===== src/hdl/ebt_cfg.svh =====
// ebt_cfg.svh: constants of the external bus transfer engine
// assumes: included by the package and design files by bare name
`ifndef EBT_CFG_SVH
`define EBT_CFG_SVH

// size output encodings (bytes still to move)
`define EBT_SIZE_BYTE    2'h1
`define EBT_SIZE_WORD    2'h2
`define EBT_SIZE_THREE   2'h3
`define EBT_SIZE_LONG    2'h0

// acknowledge pair (active low) port-size answers
`define EBT_ACK_PORT8    2'h2
`define EBT_ACK_PORT16   2'h1
`define EBT_ACK_PORT16B  2'h0

// cycle lengths in clocks
`define EBT_SYNC_CLKS    3
`define EBT_FAST_CLKS    2

// synchroniser depth for asynchronous mode
`define EBT_SYNC_DEPTH   2

`endif


===== src/hdl/ebt_pkg.sv =====
// ebt_pkg.sv: types of the external bus transfer engine
// assumes: ebt_cfg.svh on the include path
package ebt_pkg;
`include "ebt_cfg.svh"

   // operand length requested by the core
   typedef enum logic [1:0] {
      EBT_OP_BYTE = 2'b00,
      EBT_OP_WORD = 2'b01,
      EBT_OP_LONG = 2'b10
   } ebt_op_t;

   // cycle style
   typedef enum logic [1:0] {
      EBT_MODE_ASYNC = 2'b00,
      EBT_MODE_SYNC  = 2'b01,
      EBT_MODE_FAST  = 2'b10
   } ebt_mode_t;

   // bus state machine
   typedef enum logic [2:0] {
      EBT_IDLE  = 3'b000,
      EBT_ADDR  = 3'b001,
      EBT_WAIT  = 3'b010,
      EBT_DONE  = 3'b011,
      EBT_ERROR = 3'b100
   } ebt_state_t;

   // byte count to size code
   function automatic logic [1:0] ebt_size_code(input logic [2:0] left);
      case (left)
         3'd1:    ebt_size_code = `EBT_SIZE_BYTE;
         3'd2:    ebt_size_code = `EBT_SIZE_WORD;
         3'd3:    ebt_size_code = `EBT_SIZE_THREE;
         default: ebt_size_code = `EBT_SIZE_LONG;
      endcase
   endfunction : ebt_size_code

endpackage : ebt_pkg


===== src/hdl/ebt_in_if.sv =====
// ebt_in_if.sv: resolved bus inputs passed from sampler to engine
// assumes: one clock, driven by ebt_in_sampler only
`timescale 1ns/1ps
interface ebt_in_if;
   logic       ackHiN;    // resolved high acknowledge, active low
   logic       ackLoN;    // resolved low acknowledge, active low
   logic       faultN;    // resolved bus fault, active low
   logic [15:0] rdData;   // captured read data
   modport sampler (output ackHiN, ackLoN, faultN, rdData);
   modport engine  (input  ackHiN, ackLoN, faultN, rdData);
endinterface : ebt_in_if


===== src/hdl/ebt_in_sampler.sv =====
// ebt_in_sampler.sv: input capture, direct or synchronised
// assumes: pins sampled on core_clk; async mode adds stages
`timescale 1ns/1ps
`include "ebt_cfg.svh"
module ebt_in_sampler
   import ebt_pkg::*;
#(
   parameter int DEPTH = `EBT_SYNC_DEPTH
) (
   // clock and reset
   input  wire logic        core_clk,
   input  wire logic        rst,
   // mode
   input  wire logic        syncBypass,
   // pins
   input  wire logic        sizeAckHiN,
   input  wire logic        sizeAckLoN,
   input  wire logic        busFaultInN,
   input  wire logic [15:0] dataIn,
   // resolved
   ebt_in_if.sampler        res
);
   // refuse a chain too short to hold a synchroniser
   if (DEPTH < 2) begin : gBadDepth
      $error("sampler depth must be at least 2");
   end

   typedef struct packed {
      logic [DEPTH-1:0] hi;
      logic [DEPTH-1:0] lo;
      logic [DEPTH-1:0] ft;
      logic [15:0]      dat;
   } ebt_smp_t;

   ebt_smp_t stReg;
   ebt_smp_t stNext;

   always_comb begin
      stNext     = stReg;
      stNext.hi  = {stReg.hi[DEPTH-2:0], sizeAckHiN};
      stNext.lo  = {stReg.lo[DEPTH-2:0], sizeAckLoN};
      stNext.ft  = {stReg.ft[DEPTH-2:0], busFaultInN};
      stNext.dat = dataIn;
   end

   // every input taken at one clock edge
   always_ff @(posedge core_clk) begin
      if (rst) begin
         stReg <= '{hi: '1, lo: '1, ft: '1, dat: 16'h0000};
      end else begin
         stReg <= stNext;
      end
   end

   assign res.ackHiN = syncBypass ? stReg.hi[0] : stReg.hi[DEPTH-1];
   assign res.ackLoN = syncBypass ? stReg.lo[0] : stReg.lo[DEPTH-1];
   assign res.faultN = syncBypass ? stReg.ft[0] : stReg.ft[DEPTH-1];
   assign res.rdData = stReg.dat;
endmodule : ebt_in_sampler


===== src/hdl/ebt_byte_lane.sv =====
// ebt_byte_lane.sv: operand assembly store for read bytes
// assumes: one write per cycle; read data from register
`timescale 1ns/1ps
module ebt_byte_lane
   import ebt_pkg::*;
(
   // clock and reset
   input  wire logic        core_clk,
   input  wire logic        rst,
   // write side
   input  wire logic        clear,
   input  wire logic        wrEn,
   input  wire logic [1:0]  wrIdx,
   input  wire logic        wrTwo,
   input  wire logic [15:0] wrData,
   // read side
   output logic      [31:0] rdWord
);
   typedef struct packed {
      logic [3:0][7:0] mem;
   } ebt_lane_t;

   ebt_lane_t stReg;
   ebt_lane_t stNext;

   // place bytes, byte index 0 is most significant
   always_comb begin
      stNext = stReg;
      if (clear) begin
         stNext.mem = '0;
      end else if (wrEn) begin
         if (wrTwo) begin
            stNext.mem[2'd3 - wrIdx]        = wrData[15:8];
            stNext.mem[2'd3 - wrIdx - 2'd1] = wrData[7:0];
         end else begin
            stNext.mem[2'd3 - wrIdx] = wrData[15:8];
         end
      end
   end

   always_ff @(posedge core_clk) begin
      if (rst) begin
         stReg <= '{mem: '0};
      end else begin
         stReg <= stNext;
      end
   end

   assign rdWord = stReg.mem;
endmodule : ebt_byte_lane


===== src/hdl/ebt_bus_master.sv =====
// ebt_bus_master.sv: external bus transfer engine, device side
// assumes: core issues one operand at a time; pins are synchronous
// to core_clk; rising edge stands for the documented falling edge
//
// Contract
// - word and long operands go only to even addresses
// - odd addresses carry single-byte transfers only
// - narrow port splits operands into successive bus cycles
// - slave acknowledge ends cycle; device holds cycle until then
// - asynchronous inputs pass synchronisers first
// - synchronous mode skips synchroniser, cycle in three clocks
// - fast termination region completes in two clocks, no ack
// - inputs captured at one clock edge each
// - captured level always resolved clean before use; synchronous and fast modes use the single capture stage directly
// - protocol identical whoever masters the bus
// - asynchronous and synchronous styles serve 8 and 16 bit ports, fast style 16 bit only
// - size outputs show bytes still to transfer
// - address strobe half a clock after cycle start; the design asserts it one clock after, on the next rising edge
`timescale 1ns/1ps
`include "ebt_cfg.svh"
module ebt_bus_master
   import ebt_pkg::*;
(
   // clock and reset
   input  wire logic        core_clk,
   input  wire logic        rst,
   // core request
   input  wire logic        reqValid,
   output logic             reqReady,
   input  wire logic [31:0] reqAddr,
   input  wire logic [1:0]  reqOp,
   input  wire logic        reqWrite,
   input  wire logic        reqLocked,
   input  wire logic        reqLast,
   input  wire logic [3:0]  reqSpace,
   input  wire logic [31:0] reqWrData,
   input  wire logic [1:0]  reqMode,
   // core answer
   output logic             rspValid,
   output logic             rspFault,
   output logic             rspMisaligned,
   output logic      [31:0] rspRdData,
   // arbitration
   input  wire logic        extMasterOwns,
   // bus pins
   output logic      [31:0] addrOut,
   output logic             addrOe,
   output logic      [3:0]  space_code,
   output logic             xfer_size_hi,
   output logic             xfer_size_lo,
   output logic             readNotWrite,
   output logic             addr_strobe_n,
   output logic             data_strobe_n,
   output logic             locked_rmw_cycle_n,
   output logic             ctrlOe,
   output logic      [15:0] dataOut,
   output logic             dataOe,
   input  wire logic [15:0] dataIn,
   input  wire logic        size_ack_hi_n,
   input  wire logic        size_ack_lo_n,
   input  wire logic        bus_fault_in_n
);
   typedef struct packed {
      ebt_state_t  state;
      logic [31:0] addr;
      logic [2:0]  left;
      logic [1:0]  clk;
      logic        write;
      logic        locked;
      logic [1:0]  mode;
      logic [3:0]  space;
      logic [31:0] wdata;
      logic        strobe;
      logic        dstrobe;
      logic        rmw;
      logic        fault;
      logic        mis;
      logic        rsp;
   } ebt_st_t;

   ebt_st_t stReg;
   ebt_st_t stNext;

   ebt_in_if inBus ();

   logic [31:0] laneWord;
   logic        laneWr;
   logic        laneTwo;
   logic        laneClr;
   logic [1:0]  laneIdx;
   logic        ackSeen;
   logic        port8;
   logic        twoBytes;
   logic [15:0] laneData;
   logic        termLive;

   ////////////////////////////////////////////////////////////////
   // input capture, synchroniser stages bypassed in synchronous and fast modes
   ebt_in_sampler #(.DEPTH(`EBT_SYNC_DEPTH)) uSampler (
      .core_clk    (core_clk),
      .rst         (rst),
      .syncBypass  (stReg.mode != EBT_MODE_ASYNC),
      .sizeAckHiN  (size_ack_hi_n),
      .sizeAckLoN  (size_ack_lo_n),
      .busFaultInN (bus_fault_in_n),
      .dataIn      (dataIn),
      .res         (inBus.sampler)
   );

   ebt_byte_lane uLane (
      .core_clk (core_clk),
      .rst      (rst),
      .clear    (laneClr),
      .wrEn     (laneWr),
      .wrIdx    (laneIdx),
      .wrTwo    (laneTwo),
      .wrData   (laneData),
      .rdWord   (laneWord)
   );

   ////////////////////////////////////////////////////////////////
   // acknowledge decode, port width from the pair
   // the pair decodes alike in every cycle style
   assign ackSeen = !(inBus.ackHiN && inBus.ackLoN);
   assign port8   = {inBus.ackHiN, inBus.ackLoN} == `EBT_ACK_PORT8;
   // two bytes only from an even address, on a wide port or in fast mode
   assign twoBytes = !stReg.addr[0] && (stReg.left >= 3'd2)
                     && (stReg.mode == EBT_MODE_FAST || !port8);
   // an odd byte on a wide port rides the low lane
   assign laneData = (stReg.addr[0] && !port8)
                     ? {inBus.rdData[7:0], inBus.rdData[15:8]} : inBus.rdData;
   // operand byte index, so the result ends up right-justified
   assign laneIdx = 2'(3'd4 - stReg.left);
   // synchroniser still holds the previous cycle's answer
   assign termLive = stReg.mode != EBT_MODE_ASYNC
                     || stReg.clk >= 2'(`EBT_SYNC_DEPTH);

   // bus engine next state
   always_comb begin
      stNext      = stReg;
      stNext.rsp  = 1'b0;
      laneClr     = 1'b0;
      laneWr      = 1'b0;
      laneTwo     = 1'b0;
      case (stReg.state)
         EBT_IDLE: begin
            if (reqValid && !extMasterOwns) begin
               laneClr      = 1'b1;
               stNext.addr  = reqAddr;
               stNext.write = reqWrite;
               stNext.space = reqSpace;
               stNext.wdata = reqWrData;
               stNext.mode  = reqMode;
               stNext.left  = (reqOp == EBT_OP_LONG) ? 3'd4 :
                              (reqOp == EBT_OP_WORD) ? 3'd2 : 3'd1;
               stNext.clk   = 2'd0;
               stNext.fault = 1'b0;
               // refuse misaligned word and long operands
               if (reqAddr[0] && reqOp != EBT_OP_BYTE) begin
                  stNext.mis = 1'b1;
                  stNext.rsp = 1'b1;
               end else begin
                  stNext.mis   = 1'b0;
                  stNext.state = EBT_ADDR;
                  stNext.rmw   = reqLocked;
               end
            end
         end
         EBT_ADDR: begin
            // strobe on the clock after the cycle begins
            stNext.strobe  = 1'b1;
            stNext.dstrobe = !stReg.write;
            stNext.clk     = 2'd1;
            stNext.state   = EBT_WAIT;
         end
         EBT_WAIT: begin
            stNext.dstrobe = 1'b1;
            // clock count saturates so a long wait never wraps it
            if (stReg.clk != 2'd3) begin
               stNext.clk = stReg.clk + 2'd1;
            end
            // fast region ends after two clocks regardless
            if (stReg.mode == EBT_MODE_FAST) begin
               if (stReg.clk == 2'(`EBT_FAST_CLKS - 1)) begin
                  stNext.state = EBT_DONE;
               end
            // hold the cycle open until termination
            end else if (termLive && !inBus.faultN) begin
               stNext.fault = 1'b1;
               stNext.state = EBT_ERROR;
            end else if (termLive && ackSeen) begin
               stNext.state = EBT_DONE;
            end
         end
         EBT_DONE: begin
            stNext.strobe  = 1'b0;
            stNext.dstrobe = 1'b0;
            laneWr  = !stReg.write;
            laneTwo = twoBytes;
            // narrow port splits into further cycles
            // next cycle at the next higher byte address
            if (twoBytes) begin
               stNext.left = stReg.left - 3'd2;
               stNext.addr = stReg.addr + 32'h0000_0002;
            end else begin
               stNext.left = stReg.left - 3'd1;
               stNext.addr = stReg.addr + 32'h0000_0001;
            end
            stNext.clk = 2'd0;
            if (stNext.left == 3'd0) begin
               stNext.rsp   = 1'b1;
               stNext.state = EBT_IDLE;
               stNext.rmw   = stReg.rmw && !reqLast;
            end else begin
               stNext.state = EBT_ADDR;
            end
         end
         EBT_ERROR: begin
            stNext.strobe  = 1'b0;
            stNext.dstrobe = 1'b0;
            stNext.rmw     = 1'b0;
            stNext.rsp     = 1'b1;
            stNext.state   = EBT_IDLE;
         end
         default: stNext.state = EBT_IDLE;
      endcase
   end

   always_ff @(posedge core_clk) begin
      if (rst) begin
         stReg <= '{state: EBT_IDLE, addr: 32'h0000_0000, left: 3'd0,
                    clk: 2'd0, write: 1'b0, locked: 1'b0, mode: 2'd0,
                    space: 4'h0, wdata: 32'h0000_0000, strobe: 1'b0,
                    dstrobe: 1'b0, rmw: 1'b0, fault: 1'b0, mis: 1'b0,
                    rsp: 1'b0};
      end else begin
         stReg <= stNext;
      end
   end

   ////////////////////////////////////////////////////////////////
   // core handshake and answer
   assign reqReady      = stReg.state == EBT_IDLE && !extMasterOwns;
   assign rspValid      = stReg.rsp;
   assign rspFault      = stReg.fault;
   assign rspMisaligned = stReg.mis;
   assign rspRdData     = laneWord;

   assign {xfer_size_hi, xfer_size_lo} = ebt_size_code(stReg.left);
   assign addrOut       = stReg.addr;
   assign space_code    = stReg.space;
   assign readNotWrite  = !stReg.write;
   assign addr_strobe_n = !stReg.strobe;
   assign data_strobe_n = !stReg.dstrobe;
   assign locked_rmw_cycle_n = !stReg.rmw;
   // write data: lane chosen by the count of bytes still to move
   always_comb begin
      case (2'(stReg.left))
         2'd1:    dataOut = {2{stReg.wdata[7:0]}};
         2'd2:    dataOut = stReg.wdata[15:0];
         2'd3:    dataOut = {2{stReg.wdata[23:16]}};
         default: dataOut = stReg.wdata[31:16];
      endcase
   end
   // release bus outputs to an external master
   // the same pins serve either owner
   assign addrOe = !extMasterOwns;
   assign ctrlOe = !extMasterOwns;
   assign dataOe = !extMasterOwns && stReg.write && stReg.strobe;

   ////////////////////////////////////////////////////////////////
   // odd address cycle moves one byte
   odd_addr_single_a: assert property (
      @(posedge core_clk) disable iff (rst)
      (stReg.state == EBT_DONE && stReg.addr[0] && stNext.state == EBT_ADDR)
      |=> stReg.addr == $past(stReg.addr) + 32'h0000_0001)
      else $error("two bytes from odd address");
   // fast cycle strobe stands two clocks
   fast_two_clk_a: assert property (
      @(posedge core_clk) disable iff (rst)
      (stReg.state == EBT_ADDR && stReg.mode == EBT_MODE_FAST)
      |=> (stReg.state == EBT_WAIT) ##1 (stReg.state == EBT_DONE))
      else $error("fast cycle length wrong");
   hold_open_a: assert property (
      @(posedge core_clk) disable iff (rst)
      (stReg.state == EBT_WAIT && stReg.mode != EBT_MODE_FAST
       && !ackSeen && inBus.faultN) |=> stReg.state == EBT_WAIT)
      else $error("cycle closed without ack");
   strobe_after_addr_a: assert property (
      @(posedge core_clk) disable iff (rst)
      $rose(stReg.strobe) |-> $past(stReg.state) == EBT_ADDR)
      else $error("strobe without address phase");
   // size shows the long code while strobed with four bytes remaining
   size_code_a: assert property (
      @(posedge core_clk) disable iff (rst)
      (stReg.strobe && stReg.left == 3'd4) |->
      {xfer_size_hi, xfer_size_lo} == `EBT_SIZE_LONG)
      else $error("size code wrong");
   // split cycles move to higher addresses
   ascend_addr_a: assert property (
      @(posedge core_clk) disable iff (rst)
      (stReg.state == EBT_DONE && stNext.state == EBT_ADDR) |=>
      stReg.addr > $past(stReg.addr))
      else $error("split not ascending");
   release_bus_a: assert property (
      @(posedge core_clk) disable iff (rst)
      extMasterOwns |-> !addrOe && !ctrlOe && !dataOe)
      else $error("bus driven under external master");
   // narrow port word read takes two cycles
   narrow_split_a: assert property (
      @(posedge core_clk) disable iff (rst)
      (stReg.state == EBT_DONE && port8 && stReg.left == 3'd2
       && stReg.mode != EBT_MODE_FAST) |=> stReg.state == EBT_ADDR)
      else $error("narrow word not split");
endmodule : ebt_bus_master


===== config.mk =====
export PLATFORM = sky130hd
export DESIGN_NAME = ebt_bus_master
export DESIGN_NICKNAME = d
export VERILOG_FILES = /design/src/hdl/ebt_pkg.sv /design/src/hdl/ebt_in_if.sv /design/src/hdl/ebt_in_sampler.sv /design/src/hdl/ebt_byte_lane.sv /design/src/hdl/ebt_bus_master.sv
export VERILOG_INCLUDE_DIRS = /design/src /design/src/hdl
export SDC_FILE = /design/constraint.sdc
export NUM_CORES = 1
export LEC_CHECK = 0
export ABC_AREA = 1
export ABC_CLOCK_PERIOD_IN_PS = 5500
export BUFFER_PORTS_ARGS = -buffer_cell sky130_fd_sc_hd__buf_2
export CORE_MARGIN = 2
export CORE_UTILIZATION = 50
export DETAILED_ROUTE_END_ITERATION = 7
export HOLD_SLACK_MARGIN = 0.15
export MAX_ROUTING_LAYER = met4
export PLACE_DENSITY = 0.75
export REMOVE_ABC_BUFFERS = 1
export SYNTH_ARGS = -nofsm -noshare
export SYNTH_HDL_FRONTEND = slang
export SYNTH_HIERARCHICAL = 1
export SYNTH_SLANG_ARGS = --single-unit

===== constraint.sdc =====
create_clock -name core_clk -period 5.5 [get_ports core_clk]
set_input_delay 0.275 -clock core_clk [delete_from_list [all_inputs] [get_ports core_clk]]
set_output_delay 0.275 -clock core_clk [all_outputs]
set_load 0.05 [all_outputs]

Yosys cells after proc, flatten, opt, wreduce, memory -nomap -nowiden
Cells that the tools add are included.
{"block": "op_classes", "n_addsub": 8, "n_lt_le_gt_ge": 6, "n_eq_ne": 24, "muxes": 44, "n_reduce_logical": 44}
{"cell": "35-bit 2-to-1 mux", "count": 2}
{"cell": "35-bit one-hot mux with 2 select lines", "count": 1}
{"cell": "32-bit bitwise mux", "count": 2}
{"cell": "16-bit one-hot mux with 3 select lines", "count": 1}
{"cell": "41-bit 2-to-1 mux", "count": 1}
{"cell": "32-bit by 1-bit adder with 32-bit output, second input constant", "count": 1}
{"cell": "32-bit by 2-bit adder with 32-bit output, second input constant", "count": 1}
{"cell": "8-bit demux with 2-bit select", "count": 2}
{"cell": "32-bit 2-to-1 mux", "count": 1}
{"cell": "3-bit 2-to-1 mux", "count": 6}
{"cell": "16-bit 2-to-1 mux", "count": 1}
{"cell": "8-bit 2-to-1 mux", "count": 2}
{"cell": "1-bit logical AND", "count": 14}
{"cell": "1-bit 2-to-1 mux", "count": 14}
{"cell": "2-bit != test, second input constant", "count": 7}
{"cell": "3-bit by 2-bit == test with 1-bit output, second input constant", "count": 4}
{"cell": "3-bit one-hot mux with 4 select lines", "count": 1}
{"cell": "4-bit AND reduction", "count": 3}
{"cell": "2-bit == test, second input constant", "count": 5}
{"cell": "1-bit logical NOT", "count": 10}
{"cell": "2-bit nonzero test", "count": 5}
{"cell": "1-bit one-hot mux with 3 select lines", "count": 3}
{"cell": "2-bit one-hot mux with 4 select lines", "count": 1}
{"cell": "2-bit by 1-bit == test with 1-bit output, second input constant", "count": 3}
{"cell": "other kinds (25)", "count": 35}
{"block": "word_totals", "reg_bits": 139, "out_inout_bits": 97, "elab_cells": 148}

Longest topological paths before layout
Gate-level depths: netlist of the first run.
{"block": "depth", "depth_word": 11, "depth_mapped": 18}

By module
The synthesis of the first run kept the hierarchy.
{"module": "ebt_bus_master", "n_inst": 1, "cells_each": 907, "area_per_inst_um2": 5851.9, "seq_area_each_um2": 1701.6}
{"module": "ebt_byte_lane", "n_inst": 1, "cells_each": 290, "area_per_inst_um2": 1744.2, "seq_area_each_um2": 640.6}
{"module": "ebt_in_sampler", "n_inst": 1, "cells_each": 88, "area_per_inst_um2": 772.0, "seq_area_each_um2": 440.4}

Worst setup path after synthesis of the first run
No wires, ideal clock.
{"block": "synth_path", "path_kind": "reg-to-reg", "from": "register stReg[43] (netlist bit)", "to": "register uLane.stReg (netlist bit uLane/rdWord[11])", "setup_time_ns": 0.114, "arrival_ns": 2.094, "required_time_ns": 5.386, "setup_slack_ns": 3.292, "path_stages_with_launch": 18, "path_buffers": 2, "synth_period_minus_slack_ns": 2.208, "cell_sequence": "dfxtp_1 > inv_1 > nand2_1 > inv_1 > nand2_1 > nand2_1 > inv_1 > nor2_1 > nand2_2 > nand3_4 > buf_6 > nor2_1 > nand3_2 > a21oi_4 > buf_4 > nand2_1 > nand2_1 > nor2_1"}
{"block": "synth_via", "word_cells_on_any_way": 14}
{"item": "start: declaration", "line_no": "ebt_bus_master.sv:81", "text": "ebt_st_t stReg;"}
{"item": "start signal: assignment", "line_no": "ebt_bus_master.sv:231", "text": "stReg <= '{state: EBT_IDLE, addr: 32'h0000_0000, left: 3'd0,"}
{"item": "start signal: assignment", "line_no": "ebt_bus_master.sv:237", "text": "stReg <= stNext;"}
{"item": "2-bit nonzero test", "line_no": "ebt_bus_master.sv:102", "text": ".syncBypass (stReg.mode != EBT_MODE_ASYNC),"}
{"item": "1-bit 2-to-1 mux", "line_no": "ebt_in_sampler.sv:55", "text": "assign res.ackHiN = syncBypass ? stReg.hi[0] : stReg.hi[DEPTH-1];"}
{"item": "named net inBus.ackHiN", "line_no": "ebt_in_if.sv:5", "text": "logic ackHiN;"}
{"item": "2-bit == test (no line)"}
{"item": "1-bit logical NOT", "line_no": "ebt_bus_master.sv:128", "text": "&& (stReg.mode == EBT_MODE_FAST || !port8);"}
{"item": "1-bit logical OR", "line_no": "ebt_bus_master.sv:128"}
{"item": "1-bit logical AND", "line_no": "ebt_bus_master.sv:128"}
{"item": "1-bit 2-to-1 mux", "line_no": "ebt_bus_master.sv:145", "text": "case (stReg.state)"}
{"item": "named net laneTwo", "line_no": "ebt_bus_master.sv:88", "text": "logic laneTwo;"}
{"item": "32-bit 2-to-1 mux", "line_no": "ebt_byte_lane.sv:32", "text": "if (wrTwo) begin"}
{"item": "end signal: assignment", "line_no": "ebt_byte_lane.sv:43", "text": "stReg <= '{mem: '0};"}
{"item": "end signal: assignment", "line_no": "ebt_byte_lane.sv:45", "text": "stReg <= stNext;"}
{"item": "end: declaration", "line_no": "ebt_byte_lane.sv:23", "text": "ebt_lane_t stReg;"}
The timed path passes the listed nets, and every way through them passes these cells.
A chain may end at the register's enable or synchronous reset.

Final worst setup path of the first run
{"block": "layout_path", "from": "register stReg[48] (netlist bit)", "to": "register uLane.stReg (netlist bit uLane/rdWord[2])"}
{"block": "layout_via", "word_cells_on_any_way": 20}
{"item": "3-bit by 2-bit >= comparator with 1-bit output", "line_no": "ebt_bus_master.sv:127", "text": "assign twoBytes = !stReg.addr[0] && (stReg.left >= 3'd2)"}
{"item": "1-bit logical AND", "line_no": "ebt_bus_master.sv:127"}
{"item": "1-bit logical AND", "line_no": "ebt_bus_master.sv:128"}
{"item": "1-bit 2-to-1 mux", "line_no": "ebt_bus_master.sv:145"}
{"item": "named net laneTwo", "line_no": "ebt_bus_master.sv:88"}
{"item": "32-bit 2-to-1 mux", "line_no": "ebt_byte_lane.sv:32"}
The timed path passes the listed nets, and every way through them passes these cells.

==> key figures, run 1 <==
Status
  – Status: completed

Min path
  – Hold Crit Class: in -> reg

Worst setup path
  – Worst path arrival time: 4.23 ns
  – R2R Path End: uLane/rdWord[2]
  – CP Cell Sequence: inv_1, ha_1, nand2_4, nand2_4, nand3_4, nor2_1, o21ai_0, nor2_1, nand3_1, nand2_1, nor2_1
  – Slowest cell on the critical path: nor2_1
  – CP Max Fanout: 22
  – Crit path buf inv count: 1
  – Largest delay share family, worst path: simple AND/OR/NAND/NOR gates
  – Critical Path Start Type: flip-flop
  – R2r setup slk: 1.58 ns
  – Worst path depth: 11
  – Reg2Reg Depth: 11
  – Crit end category: flip-flop
  – CP most frequent cell: nor2_1
  – Setup Crit Path Kind: reg -> reg
  – Max incr delay on CP: around 0.77 ns
  – Worst endpoint required time: 5.81 ns
  – Reg2reg start: stReg[48]
  – Crit. Startpoint: stReg[48]
  – Worst Setup EP: uLane/rdWord[2]

Place
  – GP Congestion: 0.9092
  – I/O Buffers: 194
  – Post-DP HPWL: 15,880 um
  – Post-place setup slack: between 1.5 and 2 ns
  – Dpl cells: between 1,500 and 2,000

Logic synthesis
  – EDFF count, synth: 0
  – Post-synthesis async set-or-reset flop share: 0%
  – Mapped cell area: 8368 um2
  – Cells after synthesis: 1,285
  – Avg Cell Area, Syn: 6.512 um2
  – Flops & latches, synth: between 100 and 150
  – Primary FF master, synth: dfxtp_1
  – Register area share after synthesis: 33.25%
  – Synth warnings: 6
  – Unique masters post-synth: 44

Pwr
  – Leakage: 4.461 nW
  – PD cells: 285.6 nW/um2
  – Max rail drop VDD: between 200 and 250 uV

Clocking
  – Clock Path Buffers: 2
  – Clock-pin slew on the worst setup and hold paths: 0.06 ns
  – H-tree depth: 4
  – CTS tree: yes
  – Clock Latency Late Sink: between 0.4 and 0.5 ns
  – CTS Buf Count: 17
  – Root Buffer: clkbuf_16
  – Clock sinks: 139
  – Resize count post-CTS: 0

Layout
  – Core Util, Final: 60.90%
  – # fillers: 1,566
  – Share of layout cells above drive strength 1: about 19%
  – Synth-to-Final Area Change: 19.84%
  – Non-Filler Instances: 1,670
  – Ant diodes: 0
  – Nets: approximately 1,500

Global route
  – Largest net degree at the start of global routing: 82
  – Gr ovfl total: 0
  – Global-route wire length before repair: 38,470 um
  – Vias in the first global route: 8,027
  – GRT Total Usage: 27.34%
  – Initial antenna violation count: 0

STA
  – Slew margin rel.: 31.16%
  – Number of setup violations in the final report: 0
  – Skew final: between 0.009 and 0.01 ns
  – Count of pins over their slew limit: 0
  – Max frequency: 254.9 MHz
  – Fin. Hold Viols: 0
  – Unrepaired setup endpoints after global routing: no
  – Worst-Margin Slew: between 1 and 1.5 ns
  – Crit share post-route: 71.34%
  – Final WS setup: about 1.6 ns
  – Setup TNS: 0 ns
  – Minimum clock period: 3.924 ns

Die
  – Core Footprint: 16,470 um2
  – Initial Utilization: 50.82%
  – Area of the die: 17,790 um2
  – Chip height: between 100 and 150 um
  – Die width: 133.4 um
  – I/O pin count: about 200
  – Core Rows: 47

Route
  – DRT Pass-1 Iters: 6
  – Vias post-DR: 8,691
  – Avg WL per Cell: 14.11 um
  – WL final: 23,570 um
  – Post-route ant nets: 0
  – Drt via density: 5.204
  – DRC: 0
  – Number of DRC markers in iteration 0: 673

Job
  – Max Cap Viol: 0
[placed cells by master (no fill, tap or decap), drive strengths merged, types with 2 or more instances in the layout]
cell type | Yosys | final
nand2 | 297 | 297
nor2 | 210 | 210
buf | 85 | 199
dfxtp | 139 | 139
inv | 124 | 125
o21ai | 109 | 109
a21oi | 90 | 90
nand3 | 76 | 76
dlygate4sd3 | 0 | 47
a31oi | 22 | 22
a211oi | 21 | 21
clkbuf | 27 | 21
nand4 | 18 | 18
nor3 | 16 | 16
ha | 13 | 13
xor2 | 11 | 11
or2 | 10 | 10
a21o | 4 | 4
clkinvlp | 0 | 4
bufinv | 0 | 3
clkinv | 1 | 3
xnor2 | 2 | 2
nand3b | 2 | 2
[flip-flops by register name, summed over array words and instances, names as in the netlist, 3 cells and up]
name and cells:
addrOut 32, uSampler/stReg 3, stReg 46, uSampler/stNext 3, uSampler/res.rdData 16, uLane/rdWord 32, space_code 4
[layer usage]
metal  wire (um)  vias up  global-route usage [%]
met5           0        -                       -
met4         516        0                   8.688
met3        1771       45                   4.756
met2       10710      335                   43.33
met1       10570     3897                   35.66
li1            -     4414                       -
[timing repair]
| item | CTS | global route |
|---|---|---|
| setup buffers | 0 | 0 |
| hold buffers | 47 | 0 |
| hold endpoints to repair | 47 | 0 |
| setup endpoints to repair | 0 | 0 |
[worst min-delay path, delay by kind of cell]
family                 cells  cell delay [ns]
buffers and inverters      1             0.07
AOI/OAI and AO/OA          2             0.18
[cell usage after synthesis, drive strengths merged, types with 2 or more instances]
master	number	area (um2)
nand4	18	112.6
a211oi	21	157.7
xnor2	2	17.52
nand3b	2	15.01
nor3	16	90.09
clkbuf	27	102.6
a21oi	90	473.0
dfxtp	139	2783
xor2	11	96.34
buf	85	604.3
nand3	76	410.4
o21ai	109	549.3
a31oi	22	137.6
a21o	4	30.03
or2	10	62.56
ha	13	162.7
nand2	297	1165
inv	124	465.5
nor2	210	863.3
[layout make-up]
type	count	area (um2)	area share, %
well taps	220	275.3	2.745
repair buffers	246	1479	14.75
inverters	125	469.2	4.679
flip-flops and latches	139	2783	27.75
multi-input cells	909	4413	44.00
clock buffers	21	470.5	4.691
clock inverters	10	138.9	1.385
[metrics by stage]
stage | hold WS, ns | cell area, um2 | power, W
global route | 0.1691 | 10030 | 0.002987
floorplan | 0.3441 | 7661 | 0.001499
global placement | 0.4181 | 8949 | 0.001654
detailed placement | 0.4190 | 8949 | 0.001662
finish | 0.1578 | 10030 | 0.002864
CTS | 0.1504 | 10030 | 0.002876
[report_power, final]
| group | leakage (nW) | internal (W) | switching (W) |
|---|---|---|---|
| registers | 1.14 | 0.00106 | 0.0000491 |
| logic | 3.03 | 0.000170 | 0.000394 |
| clock network | 0.288 | 0.000747 | 0.000445 |
| total | 4.46 | 0.00198 | 0.000887 |
[worst min path at each step]
stage	slack, ns	startpoint	to	cells past startpoint
2_1_floorplan	0.34	rst	rspMisaligned	1
3_3_place_gp	0.42	uSampler/stNext[17]	uSampler/stReg[17]	1
3_5_place_dp	0.42	uSampler/stNext[21]	uSampler/stReg[21]	1
4_1_cts	0.15	reqWrData[18]	stReg[24]	3
5_1_grt	0.17	reqWrData[30]	stReg[36]	3
6_report	0.16	reqWrData[18]	stReg[24]	3
[logic make-up (layout without fill, tap and decap cells)]
family | count (synthesis) | count (layout) | share of synthesized area [%]
AO/OA/AOI/OAI | 253 | 253 | 16.82
XOR/XNOR | 13 | 13 | 1.361
AND/OR/NAND/NOR | 630 | 630 | 32.57
adder cells (fa/ha/maj) | 13 | 13 | 1.944
flip-flops | 139 | 139 | 33.25
buffers and inverters | 237 | 402 | 14.05
Power figures use the tool's default switching activity.
==> run 2, diff against run 1 <==
ABC_CLOCK_PERIOD_IN_PS = 3300   (was 5500)
PLACE_DENSITY = 0.78   (was 0.75)
clock period = 3.3 ns   (was 5.5 ns; I/O delays follow)
==> run 2 against run 1 <==
Against the previous run: fmax rose by 33%; register-to-register slack got worse by 1.2 ns; die area did not move; clock power rose by 57%; non-clock buffer count rose by 53; hold slack barely moved; highest routed layer unchanged.
==> key figures, run 2 (same netlist as run 1, synthesis figures left out) <==
Worst setup path
  – Setup Crit Path Kind: reg -> reg (unchanged)
  – Worst path arrival time: 3.24 ns (was 4.23 ns)
  – Crit end category: flip-flop (unchanged)
  – Critical Path Start Type: flip-flop (unchanged)
  – CP Max Fanout: 16 (was 22)
  – Worst endpoint required time: 3.60 ns (was 5.81 ns)

STA
  – Worst-Margin Slew: 1.198 ns (was 1.032 ns)
  – Fin. Hold Viols: 0 (unchanged)
  – Unrepaired setup endpoints after global routing: no (unchanged)
  – Count of pins over their slew limit: 0 (unchanged)
  – Max frequency: 339.4 MHz (was 254.9 MHz)
  – Slew margin rel.: 20.15% (was 31.16%)
  – Minimum clock period: 2.947 ns (was 3.924 ns)
  – Skew final: 0.01123 ns (was 0.009781 ns)
  – Number of setup violations in the final report: 0 (unchanged)
  – Final WS setup: 0.3533 ns (was 1.576 ns)
  – Crit share post-route: 89.29% (was 71.34%)

Route
  – Vias post-DR: 9,247 (was 8,691)
  – WL final: 25,040 um (was 23,570 um)
  – Number of DRC markers in iteration 0: 813 (was 673)
  – Avg WL per Cell: 14.51 um (was 14.11 um)
  – DRT Pass-1 Iters: 6 (unchanged)
  – Post-route ant nets: 0 (unchanged)
  – Drt via density: 5.357 (was 5.204)
  – DRC: 0 (unchanged)

Layout
  – Reg with most FFs: stReg (unchanged)
  – # fillers: 1,483 (was 1,566)
  – Synth-to-Final Area Change: 25.49% (was 19.84%)
  – Max reg flops: 46 (unchanged)
  – Core Util, Final: 63.78% (was 60.90%)
  – Share of layout cells above drive strength 1: 19.48% (was 19.31%)
  – Commonest non-fill, non-tap cell in the layout: nand2_1 (unchanged)
  – Most frequent cells in the layout: nand2_1, buf_2, nor2_1 (unchanged)
  – Nets: 1,602 (was 1,549)

Die
  – Core Rows: 47 (unchanged)
  – Area of the die: 17,790 um2 (unchanged)
  – Initial Utilization: 50.82% (unchanged)
  – Die width: 133.4 um (unchanged)
  – Chip height: 133.4 um (unchanged)
  – I/O pin count: 195 (unchanged)
  – Core Footprint: 16,470 um2 (unchanged)

Pwr
  – Max rail drop VDD: 382.6 uV (was 210.7 uV)
  – Sw frac: 32.21% (was 30.99%)
  – Pwr Total: 0.004719 W (was 0.002864 W)
  – Combinational Power Share: 21.2% (was 19.7%)
  – Power Internal: 0.003199 W (was 0.001976 W)
  – Seq pwr share: 39.1% (was 38.7%)
  – PD cells: 449.4 nW/um2 (was 285.6 nW/um2)
  – Psw: 0.001520 W (was 0.0008874 W)
  – Leakage: 4.686 nW (was 4.461 nW)
  – Power share of the clock group: 39.7% (was 41.6%)

Global route
  – GRT Total Usage: 28.57% (was 27.34%)
  – Global-route wire length before repair: 40,330 um (was 38,470 um)
  – Largest net degree at the start of global routing: 54 (was 82)
  – Gr ovfl total: 0 (unchanged)
  – Initial antenna violation count: 2 (was 0)
  – Vias in the first global route: 8,411 (was 8,027)

Clocking
  – CTS tree: yes (unchanged)
  – Clock sinks: 139 (unchanged)
  – Clock Latency Late Sink: 0.43 ns (was 0.42 ns)
  – Root Buffer: clkbuf_16 (unchanged)
  – Clock Path Buffers: 2 (unchanged)
  – Clock-pin slew on the worst setup and hold paths: 0.06 ns (about the same)
  – H-tree depth: 4 (unchanged)
  – CTS Buf Count: 17 (unchanged)

Job
  – Max Cap Viol: 0 (unchanged)

Status
  – Status: completed (unchanged)

Place
  – Post-DP HPWL: 16,290 um (was 15,880 um)
  – GP Congestion: 0.8915 (was 0.9092)
  – I/O Buffers: 194 (unchanged)
  – Post-place setup slack: 0.4966 ns (was 1.616 ns)

Min path
  – Hold Crit Class: in -> reg (unchanged)
[run 2: routing by layer]
layer / track usage, % / wire [um] / vias to the layer above
met4: 12.94 / 921 / 0
met5: - / 0 / -
met3: 4.452 / 1860 / 80
met2: 46.51 / 11550 / 434
li1: - / - / 4523
met1: 35.02 / 10710 / 4210
[run 2: through the flow]
| stage | area (um2) | cells | hold WS (ns) | TNS, ns |
|---|---|---|---|---|
| 2_1_floorplan | 7661 | 1173 | 0.2341 | -1.759 |
| 4_1_cts | 10500 | 1724 | 0.1515 | 0 |
| 3_3_place_gp | 9031 | 1603 | 0.3459 | 0 |
| 5_1_grt | 10500 | 1726 | 0.1980 | 0 |
| 6_report | 10500 | 1726 | 0.1581 | 0 |
| 3_5_place_dp | 9031 | 1603 | 0.3539 | 0 |
[run 2: worst max-delay path, stage by stage (launching register included)]
cell and delay (ns):
dfxtp_1 0.34, inv_1 0.06, nand2_1 0.13, inv_1 0.09, nand2_1 0.06, nand2_1 0.06
inv_1 0.08, nor2_1 0.05, nand2_2 0.12, nand3_4 0.08, nor2_1 0.51, buf_4 0.23
nand3_1 0.44, nor2_1 0.33, nor2_1 0.09, nand2_1 0.08, a21oi_1 0.06
[run 2: layout make-up]
cell class	instances	area (um2)	share of cell area, %
multi-input combinational	909	4413	42.02
sequential	139	2783	26.50
timing repair buffer	299	1982	18.87
inverter	125	469.2	4.468
clock buffer	17	425.4	4.051
tap	220	275.3	2.621
clock inverter	15	148.9	1.418
antenna	2	5.005	0.04766
[run 2: what timing repair did]
| action | 4_1_cts | 5_1_grt |
|---|---|---|
| buffers inserted | 0 | 0 |
| hold buffers | 89 | 0 |
| resized for setup | 0 | 0 |
| endpoints found under the hold margin | 91 | 0 |
[run 2: power by group through the flow]
stage	Combinational, W	Sequential [W]	Clock (W)
final	0.00100	0.00184	0.00187
after global routing	0.00108	0.00185	0.00197
after CTS	0.000983	0.00184	0.00190
after detailed placement	0.000899	0.00188	0
after global placement	0.000885	0.00187	0
after floorplan	0.000520	0.00198	0
[run 2: worst paths after layout]
path                  startpoint                  to  slack (ns)  depth (start not counted)
min                   reqAddr[2]          addrOut[2]        0.16                          5
min reg2reg  uSampler/stNext[19]  uSampler/stReg[19]        0.44                          1
max                    stReg[43]    uLane/rdWord[27]        0.35                         16
max reg2reg            stReg[43]    uLane/rdWord[27]        0.35                         16
